**config.mk**
```make
export PLATFORM = sky130hd
export DESIGN_NAME = adcsf_top
export DESIGN_NICKNAME = d
export VERILOG_FILES = /design/src/include/adcsf_pkg.sv /design/src/rtl/adcsf_chan_flag.sv /design/src/rtl/adcsf_top.sv
export VERILOG_INCLUDE_DIRS = /design/src /design/src/include
export SDC_FILE = /design/constraint.sdc
export NUM_CORES = 1
export LEC_CHECK = 0
export BUFFER_PORTS_ARGS = -buffer_cell sky130_fd_sc_hd__buf_2
export CORE_MARGIN = 4
export CORE_UTILIZATION = 56
export DETAILED_ROUTE_END_ITERATION = 12
export GPL_ROUTABILITY_DRIVEN = 0
export PLACE_DENSITY = 0.79
export SLEW_MARGIN = 20
export SYNTH_ARGS = -nofsm -noshare
export SYNTH_HDL_FRONTEND = slang
export SYNTH_HIERARCHICAL = 1
export SYNTH_SLANG_ARGS = --single-unit
```
**constraint.sdc**
```tcl
create_clock -name hclk -period 2.1 [get_ports hclk]
set_input_delay 0.105 -clock hclk [delete_from_list [all_inputs] [get_ports hclk]]
set_output_delay 0.105 -clock hclk [all_outputs]
set_load 0.1 [all_outputs]
```
**src/include/adcsf_defines.svh**
```systemverilog
// Constants of the converter status-flag block: register map, field positions, sizes.
// Assumes a byte-addressed register bus with word-aligned accesses; all seven low address bits are decoded, but channel result reads ignore the low two.
`ifndef ADCSF_DEFINES_SVH
`define ADCSF_DEFINES_SVH

// ****************************************
// Sizes
// ****************************************
`define ADCSF_NCH 8
`define ADCSF_CHW 3
`define ADCSF_DW 10
`define ADCSF_AW 7

// ****************************************
// Register byte offsets
// ****************************************
`define ADCSF_OFF_CTRL 7'h00
`define ADCSF_OFF_MODE 7'h04
`define ADCSF_OFF_CH_ENA 7'h08
`define ADCSF_OFF_CH_DIS 7'h0c
`define ADCSF_OFF_CH_STAT 7'h10
`define ADCSF_OFF_STATUS 7'h1c
`define ADCSF_OFF_LAST 7'h20
`define ADCSF_OFF_CHAN0 7'h30
`define ADCSF_OFF_CHAN_LAST 7'h4c

// ****************************************
// Field positions
// ****************************************
`define ADCSF_CTRL_START 0
`define ADCSF_MODE_SLEEP 0
`define ADCSF_ST_EOC_LSB 0
`define ADCSF_ST_CHAN_OVR_LSB 8
`define ADCSF_ST_DATA_READY 16
`define ADCSF_ST_GLOBAL_OVR 17
`define ADCSF_ST_LOWPWR 18
`define ADCSF_LAST_CH_LSB 12

// ****************************************
// Bus encodings and reset values
// ****************************************
`define ADCSF_HTRANS_NONSEQ_BIT 1
`define ADCSF_HREADY_RST 1'b1
`define ADCSF_HRESP_OKAY 1'b0

`endif

```
**src/include/adcsf_pkg.sv**
```systemverilog
// Types shared by the converter status-flag block.
// Assumes adcsf_defines.svh is on the include path.
`include "adcsf_defines.svh"

package adcsf_pkg;

	typedef logic [`ADCSF_NCH-1:0] adcsf_mask_t;
	typedef logic [`ADCSF_CHW-1:0] adcsf_chan_t;
	typedef logic [`ADCSF_DW-1:0] adcsf_data_t;
	typedef logic [`ADCSF_AW-1:0] adcsf_addr_t;

	// Whole state of the top module, apart from the per-channel flag cells
	typedef struct packed {
		logic pend;
		logic pwrite;
		adcsf_addr_t paddr;
		logic hreadyout;
		logic hresp;
		logic [31:0] hrdata;
		logic sleep_sel;
		adcsf_mask_t chen;
		logic start;
		logic low_power;
		logic data_ready_flag;
		logic global_overrun_flag;
		adcsf_data_t last_data;
		adcsf_chan_t last_ch;
		logic [`ADCSF_NCH-1:0][`ADCSF_DW-1:0] chan_data;
	} adcsf_state_t;

	// Per-channel flag pair
	typedef struct packed {
		logic eoc;
		logic ovr;
	} adcsf_flag_t;

endpackage : adcsf_pkg

```
**src/rtl/adcsf_chan_flag.sv**
```systemverilog
// One channel's conversion-done and overrun flags.
// Assumes set and clear strobes are one-cycle pulses on hclk.
`timescale 1ns/1ps

module adcsf_chan_flag
(
	input wire logic hclk,
	input wire logic hresetn,
	input wire logic set_done,
	input wire logic clr_done,
	input wire logic clr_ovr,
	output logic done,
	output logic ovr
);
	import adcsf_pkg::*;

	adcsf_flag_t f_reg;
	adcsf_flag_t f_next;

	always_comb
	begin
		f_next = f_reg;
		// Set beats a coincident read clear
		f_next.eoc = set_done | (f_reg.eoc & ~clr_done);
		// Overrun: new result while previous one still unread
		// A new overrun, done set again while still set, beats a coincident status read clear
		f_next.ovr = (set_done & f_reg.eoc) | (f_reg.ovr & ~clr_ovr);
	end

	always_ff @(posedge hclk or negedge hresetn)
	begin
		if (!hresetn)
			f_reg <= '0;
		else
			f_reg <= f_next;
	end

	assign done = f_reg.eoc;
	assign ovr = f_reg.ovr;

endmodule : adcsf_chan_flag

```
**src/rtl/adcsf_top.sv**
```systemverilog
// Converter status-flag logic: AHB-Lite register slave, result storage and flags.
// Assumes the conversion core runs on hclk and pulses conv_end for one cycle per result.
//
// Function
// - Data-ready clears only on a last-result read, never on a channel result read.
// - An end of conversion on an enabled channel stores both results and raises data-ready.
// - A last-result read together with an end of conversion keeps data-ready only if data was stored.
// - A channel result read together with a new result never blocks data-ready.
// - Overall overrun rises when a result ends while data-ready is set, even during a status read.
// - A status read clears overall overrun unless a new overrun happens in that cycle.
// - A channel result read with a new result, data-ready set, still sets overall overrun.
// - A channel overrun rises when its result ends while its done flag is still set.
// - A channel done flag clears on a read of its result or of the last result.
// - A status read clears channel overrun unless a new channel overrun happens in that cycle.
// - A channel disabled during its conversion never raises its done flag.
// - A channel result read clears only that channel's done flag.
// - Sleep chosen while idle takes effect only after the next conversion ends.
`timescale 1ns/1ps

module adcsf_top
(
	input wire logic hclk,
	input wire logic hresetn,
	input wire logic hsel,
	input wire logic [31:0] haddr,
	input wire logic [1:0] htrans,
	input wire logic hwrite,
	input wire logic [2:0] hsize,
	input wire logic [31:0] hwdata,
	input wire logic hready,
	output logic hreadyout,
	output logic hresp,
	output logic [31:0] hrdata,
	input wire logic conv_end,
	input wire adcsf_pkg::adcsf_chan_t conv_chan,
	input wire adcsf_pkg::adcsf_data_t conv_result,
	output logic conv_start,
	output adcsf_pkg::adcsf_mask_t chan_enable,
	output logic low_power
);
	import adcsf_pkg::*;

	// ****************************************
	// Address decoding helpers
	// ****************************************
	function automatic logic is_chan_addr(input adcsf_addr_t a);
		is_chan_addr = (a >= `ADCSF_OFF_CHAN0) && (a <= `ADCSF_OFF_CHAN_LAST);
	endfunction : is_chan_addr

	function automatic adcsf_chan_t chan_of(input adcsf_addr_t a);
		adcsf_addr_t d;
		d = a - `ADCSF_OFF_CHAN0;
		chan_of = d[`ADCSF_CHW+1:2];
	endfunction : chan_of

	// ****************************************
	// State and flag cells
	// ****************************************
	adcsf_state_t s_reg;
	adcsf_state_t s_next;

	adcsf_mask_t eoc;
	adcsf_mask_t chan_ovr;
	adcsf_mask_t eoc_set;
	adcsf_mask_t eoc_clr;

	logic rd_cycle;
	logic wr_cycle;
	logic rd_last;
	logic rd_status;
	logic rd_chan;
	adcsf_chan_t rd_idx;
	logic store;

	always_comb
	begin
		rd_cycle = s_reg.pend & ~s_reg.pwrite;
		wr_cycle = s_reg.pend & s_reg.pwrite;
		rd_last = rd_cycle && (s_reg.paddr == `ADCSF_OFF_LAST);
		rd_status = rd_cycle && (s_reg.paddr == `ADCSF_OFF_STATUS);
		rd_chan = rd_cycle && is_chan_addr(s_reg.paddr);
		rd_idx = chan_of(s_reg.paddr);
		// Enable is sampled as the result lands, so a channel switched off
		// mid-conversion loses its result instead of raising a stale flag
		store = conv_end & s_reg.chen[conv_chan];
	end

	genvar gi;
	generate
		for (gi = 0; gi < `ADCSF_NCH; gi++)
		begin : g_chan
			// Each channel decodes only its own index, so a channel result read never clears a neighbour
			assign eoc_set[gi] = store && (conv_chan == adcsf_chan_t'(gi));
			assign eoc_clr[gi] = rd_last | (rd_chan && (rd_idx == adcsf_chan_t'(gi)));

			adcsf_chan_flag u_flag
			(
				.hclk(hclk),
				.hresetn(hresetn),
				.set_done(eoc_set[gi]),
				.clr_done(eoc_clr[gi]),
				.clr_ovr(rd_status),
				.done(eoc[gi]),
				.ovr(chan_ovr[gi])
			);
		end
	endgenerate

	// ****************************************
	// Next-state logic
	// ****************************************
	always_comb
	begin
		s_next = s_reg;
		s_next.start = 1'b0;

		// Bus data phase: one wait state so read data comes from a flop
		if (s_reg.pend)
		begin
			s_next.pend = 1'b0;
			s_next.hreadyout = 1'b1;
		end
		if (s_reg.hreadyout && hready && hsel && htrans[`ADCSF_HTRANS_NONSEQ_BIT])
		begin
			s_next.pend = 1'b1;
			s_next.pwrite = hwrite;
			s_next.paddr = haddr[`ADCSF_AW-1:0];
			s_next.hreadyout = 1'b0;
		end

		// Read mux, values as they stand before this cycle's updates
		if (rd_cycle)
		begin
			s_next.hrdata = '0;
			if (s_reg.paddr == `ADCSF_OFF_MODE)
			begin
				s_next.hrdata[`ADCSF_MODE_SLEEP] = s_reg.sleep_sel;
			end
			else if (s_reg.paddr == `ADCSF_OFF_CH_STAT)
			begin
				s_next.hrdata[`ADCSF_NCH-1:0] = s_reg.chen;
			end
			else if (s_reg.paddr == `ADCSF_OFF_STATUS)
			begin
				s_next.hrdata[`ADCSF_ST_EOC_LSB +: `ADCSF_NCH] = eoc;
				s_next.hrdata[`ADCSF_ST_CHAN_OVR_LSB +: `ADCSF_NCH] = chan_ovr;
				s_next.hrdata[`ADCSF_ST_DATA_READY] = s_reg.data_ready_flag;
				s_next.hrdata[`ADCSF_ST_GLOBAL_OVR] = s_reg.global_overrun_flag;
				s_next.hrdata[`ADCSF_ST_LOWPWR] = s_reg.low_power;
			end
			else if (s_reg.paddr == `ADCSF_OFF_LAST)
			begin
				s_next.hrdata[`ADCSF_DW-1:0] = s_reg.last_data;
				s_next.hrdata[`ADCSF_LAST_CH_LSB +: `ADCSF_CHW] = s_reg.last_ch;
			end
			else if (is_chan_addr(s_reg.paddr))
			begin
				s_next.hrdata[`ADCSF_DW-1:0] = s_reg.chan_data[rd_idx];
			end
		end

		// Register writes; unmapped and read-only offsets ignore data
		if (wr_cycle)
		begin
			if (s_reg.paddr == `ADCSF_OFF_CTRL)
			begin
				s_next.start = hwdata[`ADCSF_CTRL_START];
			end
			else if (s_reg.paddr == `ADCSF_OFF_MODE)
			begin
				s_next.sleep_sel = hwdata[`ADCSF_MODE_SLEEP];
			end
			else if (s_reg.paddr == `ADCSF_OFF_CH_ENA)
			begin
				s_next.chen = s_reg.chen | hwdata[`ADCSF_NCH-1:0];
			end
			else if (s_reg.paddr == `ADCSF_OFF_CH_DIS)
			begin
				s_next.chen = s_reg.chen & ~hwdata[`ADCSF_NCH-1:0];
			end
		end

		// Result storage is independent of any disable in the same cycle
		if (store)
		begin
			s_next.chan_data[conv_chan] = conv_result;
			s_next.last_data = conv_result;
			s_next.last_ch = conv_chan;
		end

		// Data-ready: only a last-result read clears it and a stored result wins
		s_next.data_ready_flag = store | (s_reg.data_ready_flag & ~rd_last);

		// Overall overrun is always re-evaluated, status read or not
		s_next.global_overrun_flag = (store & s_reg.data_ready_flag)
			| (s_reg.global_overrun_flag & ~rd_status);

		// Sleep is deferred to the end of a conversion; a start wakes the core
		// for that conversion and sleep follows when it ends
		if (!s_reg.sleep_sel)
		begin
			s_next.low_power = 1'b0;
		end
		else if (conv_end)
		begin
			s_next.low_power = 1'b1;
		end
		else if (s_next.start)
		begin
			s_next.low_power = 1'b0;
		end
	end

	// ****************************************
	// State register
	// ****************************************
	always_ff @(posedge hclk or negedge hresetn)
	begin
		if (!hresetn)
		begin
			s_reg <= '0;
			s_reg.hreadyout <= `ADCSF_HREADY_RST;
			s_reg.hresp <= `ADCSF_HRESP_OKAY;
		end
		else
		begin
			s_reg <= s_next;
		end
	end

	assign hreadyout = s_reg.hreadyout;
	assign hresp = s_reg.hresp;
	assign hrdata = s_reg.hrdata;
	assign conv_start = s_reg.start;
	assign chan_enable = s_reg.chen;
	assign low_power = s_reg.low_power;

endmodule : adcsf_top

```
# Word-level counts from Yosys, hierarchy flattened
# Index checks and enable logic that the tools add are counted.
totals:
  ff_bits: 151
  inputBits: 88
  output_inout_bits: 44
  elab_cells: 194
classes:
  addsub: 1
  magnitude_cmp: 5
  eq_ne: 21
  muxes: 27
  n_bitwise: 72
  reduce_logical: 31
op_table:
  columns: ["op", "count"]
  rows:
  - ["bitwise mux 80 bit", 1]
  - ["two-way mux 10 bit", 6]
  - ["bitwise AND 1 bit", 30]
  - ["binary-select mux 10 bit (select 3 bit)", 1]
  - ["demux 10 bit (select 3 bit)", 1]
  - ["OR 1 bit", 26]
  - ["== test 3 bit (second input constant)", 8]
  - ["logical AND 1 bit", 24]
  - ["two-way mux 8 bit", 3]
  - ["two-way mux 18 bit", 1]
  - ["== test 7 x 4 -> 1 bit (second input constant)", 2]
  - ["== test 7 x 5 -> 1 bit (second input constant)", 2]
  - ["NOT 1 bit", 13]
  - ["== test 3 x 2 -> 1 bit (second input constant)", 4]
  - ["two-way mux 11 bit", 1]
  - ["bitwise AND 8 bit", 1]
  - ["less-than comparator 3 x 4 -> 1 bit (second input constant)", 2]
  - ["two-way mux 1 bit", 8]
  - ["NOT 8 bit", 1]
  - ["OR 8 bit", 1]
  - ["== test 7 x 3 -> 1 bit (second input constant)", 1]
  - ["== test 7 x 6 -> 1 bit (second input constant)", 1]
  - ["greater-or-equal comparator 7 x 6 -> 1 bit (second input constant)", 1]
  - ["<= comparator 7 bit (second input constant)", 1]
  - ["other kinds (13)", 17]

# Logic depth before layout (Yosys ltp)
logic_depth:
  ltp_word: 8
  ltp_mapped: 9
  depth_no_buf: 6

# Cells and area by module
# The synthesis kept the hierarchy.
by_module_without_submodules:
  columns: ["module", "n_inst", "cells_per_inst", "area_per_inst_um2", "seq_area_each_um2"]
  rows:
  - ["adcsf_top", 1, 557, 6751.5, 3379.5]
  - ["adcsf_chan_flag", 8, 7, 73.8, 50.0]

# Worst setup path before layout
# OpenSTA, ideal clock, no wires.
synth_path:
  kind: "register to register"
  from: "register s_reg[145] in the netlist's numbering"
  to: "register with a tool-made name"
  setup_time_ns: 0.082
  t_arrival_ns: 1.828
  required_ns: 2.018
  setup_slack_ns: 0.190
  stages_incl_launch_ff: 8
  n_path_buf: 3
  period_less_slack_ns: 1.910
  path_cell_list: "dfrtp_1 > buf_6 > or4_4 > buf_6 > nor4_4 > buf_6 > a21oi_1 > a31oi_1"
synth_lines:
  columns: ["element", "line_no", "text"]
  rows:
  - ["start: declaration", "adcsf_top.sv:59", "adcsf_state_t s_reg;"]
  - ["start signal: assignment", "adcsf_top.sv:227", "s_reg <= s_next;"]

# Final worst setup path
layout_path:
  from: "register s_reg[143] in the netlist's numbering"
  to: "register s_reg, in the netlist hrdata[2]"
layout_via:
  elab_chain_cells: 8
  elab_cells_between_ends: 15
  classes_between: "add/sub (1); order compare (2); eq/ne (4); mux (7); reduce/logical (1)"
layout_rtl:
  columns: ["element", "line_no", "text"]
  rows:
  - ["subtractor 5 bit (no line)", null, null]
  - ["binary-select mux 10 bit (select 3 bit)", "adcsf_top.sv:158", "s_next.hrdata[`ADCSF_DW-1:0] = s_reg.chan_data[rd_idx];"]
  - ["two-way mux 10 bit (not written as such)", "adcsf_top.sv:158", null]
  - ["two-way mux 10 bit", "adcsf_top.sv:156", "else if (is_chan_addr(s_reg.paddr))"]
  - ["two-way mux 10 bit", "adcsf_top.sv:151", "else if (s_reg.paddr == `ADCSF_OFF_LAST)"]
  - ["two-way mux 10 bit", "adcsf_top.sv:143", "else if (s_reg.paddr == `ADCSF_OFF_STATUS)"]
  - ["two-way mux 8 bit", "adcsf_top.sv:139", "else if (s_reg.paddr == `ADCSF_OFF_CH_STAT)"]
  - ["two-way mux 18 bit *", "adcsf_top.sv:135", "if (s_reg.paddr == `ADCSF_OFF_MODE)"]
# Every way passes the cells marked *; elsewhere a longest branch is shown, timed or not. The select of a mux whose other input is x is not followed.
# A chain may end at the register's enable or synchronous reset.

==> run_results.csv <==
group,metric,value,unit
status,run_status,"finished clean",
synthesis,yosysUniqueCellTypes,49,
clock_network,clock_latency,0.43,ns
timing,worst_pin_slew,0.702,ns
clock_network,cts_setup_buffers,0,
critical_path,reg2regPathDepth,4,
synthesis,ys_seq_elements,151,
timing,min_period,1.94,ns
critical_path,crit_type,"reg -> reg",
die,initial_core_util,57.7,%
finish,largest_reg_flops,105,
route,ant_nets,0,
die,io_pins,132,
hold_path,holdPathStages,2,
flow_run,maxCapViolations,0,
critical_path,path_cells,"buf_4 -> mux4_2 -> o221ai_1 -> o21bai_1",
critical_path,slowest_delay,0.59,ns
die,die_h,123,um
synthesis,async_flop_share,100,%
timing,fmax,517,MHz
pwr,ir_drop,0.000604,V
synthesis,synth_cells,613,
critical_path,worstPathArrival,2.23,ns
synthesis,synth_top_cells_by_count,"dfrtp_1, mux2_2, nand2_1",
synthesis,synth.largest_area_cell,"dfrtp_1",
placement,hpwl,12000,um
timing,period_share,92.2,%
critical_path,critPathSlowestCell,"dfrtp_1",
route,routed.top_layer,"met4",
critical_path,critPathRequiredTime,2.40,ns
route,via_count,5206,
finish,layout-drive-gt1-share,37.8,%
global_route,grt_use_total,25.4,%
global_route,grt-ovfl-total,0,
critical_path,reg2reg_from,"s_reg[143]",
clock_network,cts.sinks,151,
timing,hold_viol,0,
clock_network,clockRootBuffer,"clkbuf_16",
timing,slew_viol_final,0,
global_route,grt_antenna_before_repair,1,
route,wl_per_cell,20.7,um
clock_network,htreeDepth,4,
hold_path,hold_path_end,"s_reg[75]",
synthesis,synth_edf_count,0,
route,dr.pass1.iters,6,
timing,fin_tns_setup,0,ns
clock_network,tritoncts,"built",
die,die-width,123,um
timing,fin_skew,0.0138,ns
placement,placed_area,7800,um^2
synthesis,ys.flop_type,"dfrtp_1",
route,met2WireLength,9120,um
pwr,p_leak,4.22,nW
synthesis,synth_warnings,6,
clock_network,clk_pin_slew,0.06,ns
clock_network,cts_made_buffers,17,
synthesis,netlist_area,7340,um^2
critical_path,cp_max_fo,13,
clock_network,cts_buffer_depth,2,
synthesis,synth_top_area_share,51.1,%
timing,setup_viol,0,
timing,maxSlewHeadroom,53.2,%
placement,io_buffers,64,
finish,area.growth.synth_to_final,17.4,%
route,drt_iter0_drc,464,
die,num_rows,41,
pwr,power_density,1250,nW/um^2
route,drt-met1-wl,7080,um
route,vias_per_cell,5.98,
finish,fillCellCount,884,
global_route,grt_first_pass_wirelength,28500,um
synthesis,synth-seq-area-share,51.5,%
timing,whs,0.0194,ns
hold_path,hold_path.class,"in -> reg",
synthesis,synth.area.top_cells,"dfrtp_1, mux2_2, mux4_2",
critical_path,crit_family,"flip-flops",
die,die_area,15000,um^2
critical_path,reg2reg_slack,0.16,ns
finish,final_area,8620,um^2
critical_path,timing.rr.end,"hrdata[2]",
synthesis,syn_area_per_cell,12.0,um^2
timing,rsz0062_at_grt,"false",
finish,nets,773,
critical_path,endpoint_kind,"register",
critical_path,path_buf_inv,1,
critical_path,startpoint_type,"register",
route,wl_met3,1350,um
synthesis,yosysMostFrequentCell,"dfrtp_1",
route,drcViolationCount,0,
hold_path,worstHoldStart,"conv_result[5]",
global_route,grt_max_degree,76,
die,core,12700,um^2
route,wirelength,18000,um
global_route,grt_pass1_vias,5301,
## worst reg2reg max path: cells and delay by family (launching register included)
kind / cells / cell delay [ns]
buffers and inverters: 1 / 0.33
multiplexers: 1 / 0.55
flip-flops: 1 / 0.59
AO/OA/AOI/OAI: 2 / 0.34
## worst max-delay path by stage
stage	end	start	cells after the start	slack (ns)
floorplan	register	s_reg[145]	7	0.19
global placement	g_chan[5].u_flag/done	s_reg[142]	7	0.20
detailed placement	hrdata[2]	s_reg[143]	4	0.17
CTS	g_chan[5].u_flag/done	s_reg[142]	7	0.13
global route	hrdata[2]	s_reg[144]	4	0.05
finish	hrdata[2]	s_reg[143]	4	0.16
## report_power, final
group	switching, mW	internal, mW	total, mW	leakage (nW)
Combinational	2.49	1.22	3.71	1.91
Clock	1.18	2.05	3.23	0.302
Sequential	0.464	3.41	3.88	2.00
## routing by layer
layer  GRT usage [%]  up-vias
met4            10.3        0
li1                -     2300
met5               0        -
met1            31.9     2637
met2            42.5      229
met3            6.04       40
## placed cells by master (no fill, tap or decap), types with 4 or more instances in the layout
cell           Yosys  final
a21oi_1           30     30
or3_1              4      4
a22o_1            18     18
mux4_2            20     20
nand2_1           48     48
a31oi_1           11     11
buf_4             42     31
buf_12             0      6
mux2i_1            6      6
nand3_1            6      5
clkbuf_16          0     17
bufinv_16          0      4
dfrtp_1          150    149
dlygate4sd3_1      0     18
nand3b_1           6      6
conb_1             1     14
inv_1             33     33
a21o_1             9      9
nor2b_1            6      6
o21ai_1            8      8
o221ai_1           7      7
o221a_2            7      7
o21ai_0           11     11
nor3_1             7      5
mux2_2            94     94
buf_2             14     63
nor2_1            17     17
## per-stage QoR
stage / instances / power (mW) / worst slack (ns) / util (%)
after detailed placement: 820 / 7.53 / 0.169 / 61.3
after global placement: 820 / 7.41 / 0.200 / 61.3
after CTS: 870 / 10.8 / 0.129 / 67.7
after global routing: 871 / 11.2 / 0.0539 / 67.8
after floorplan: 626 / 6.71 / 0.190 / -
final: 871 / 10.8 / 0.165 / 67.8
## cell families after synthesis
group	Yosys count	share of synthesized area [%]
AOI/OAI and AO/OA	120	11.3
buffers and inverters	112	8.42
DFF	151	51.5
muxes	120	21.4
other	1	0.0511
and+or+nand+nor	109	7.41
## cell type report
cell class	count	area (um^2)	share of cell area, %
clock buffers	20	457	5.30
clock inverters	12	175	2.03
flip-flops and latches	151	3780	43.9
diodes	1	2.50	0.0290
repair buffers	119	860	9.97
inverters	33	124	1.44
multi-input cells	363	3010	34.9
well taps	172	215	2.50
## timing repair
| item | 4_1_cts | 5_1_grt |
|---|---|---|
| hold endpoints to repair | 91 | 0 |
| setup endpoints to repair | 0 | 2 |
| gates resized for setup | 0 | 2 |
| hold buffers | 18 | 0 |
Power figures use the tool's default switching activity.
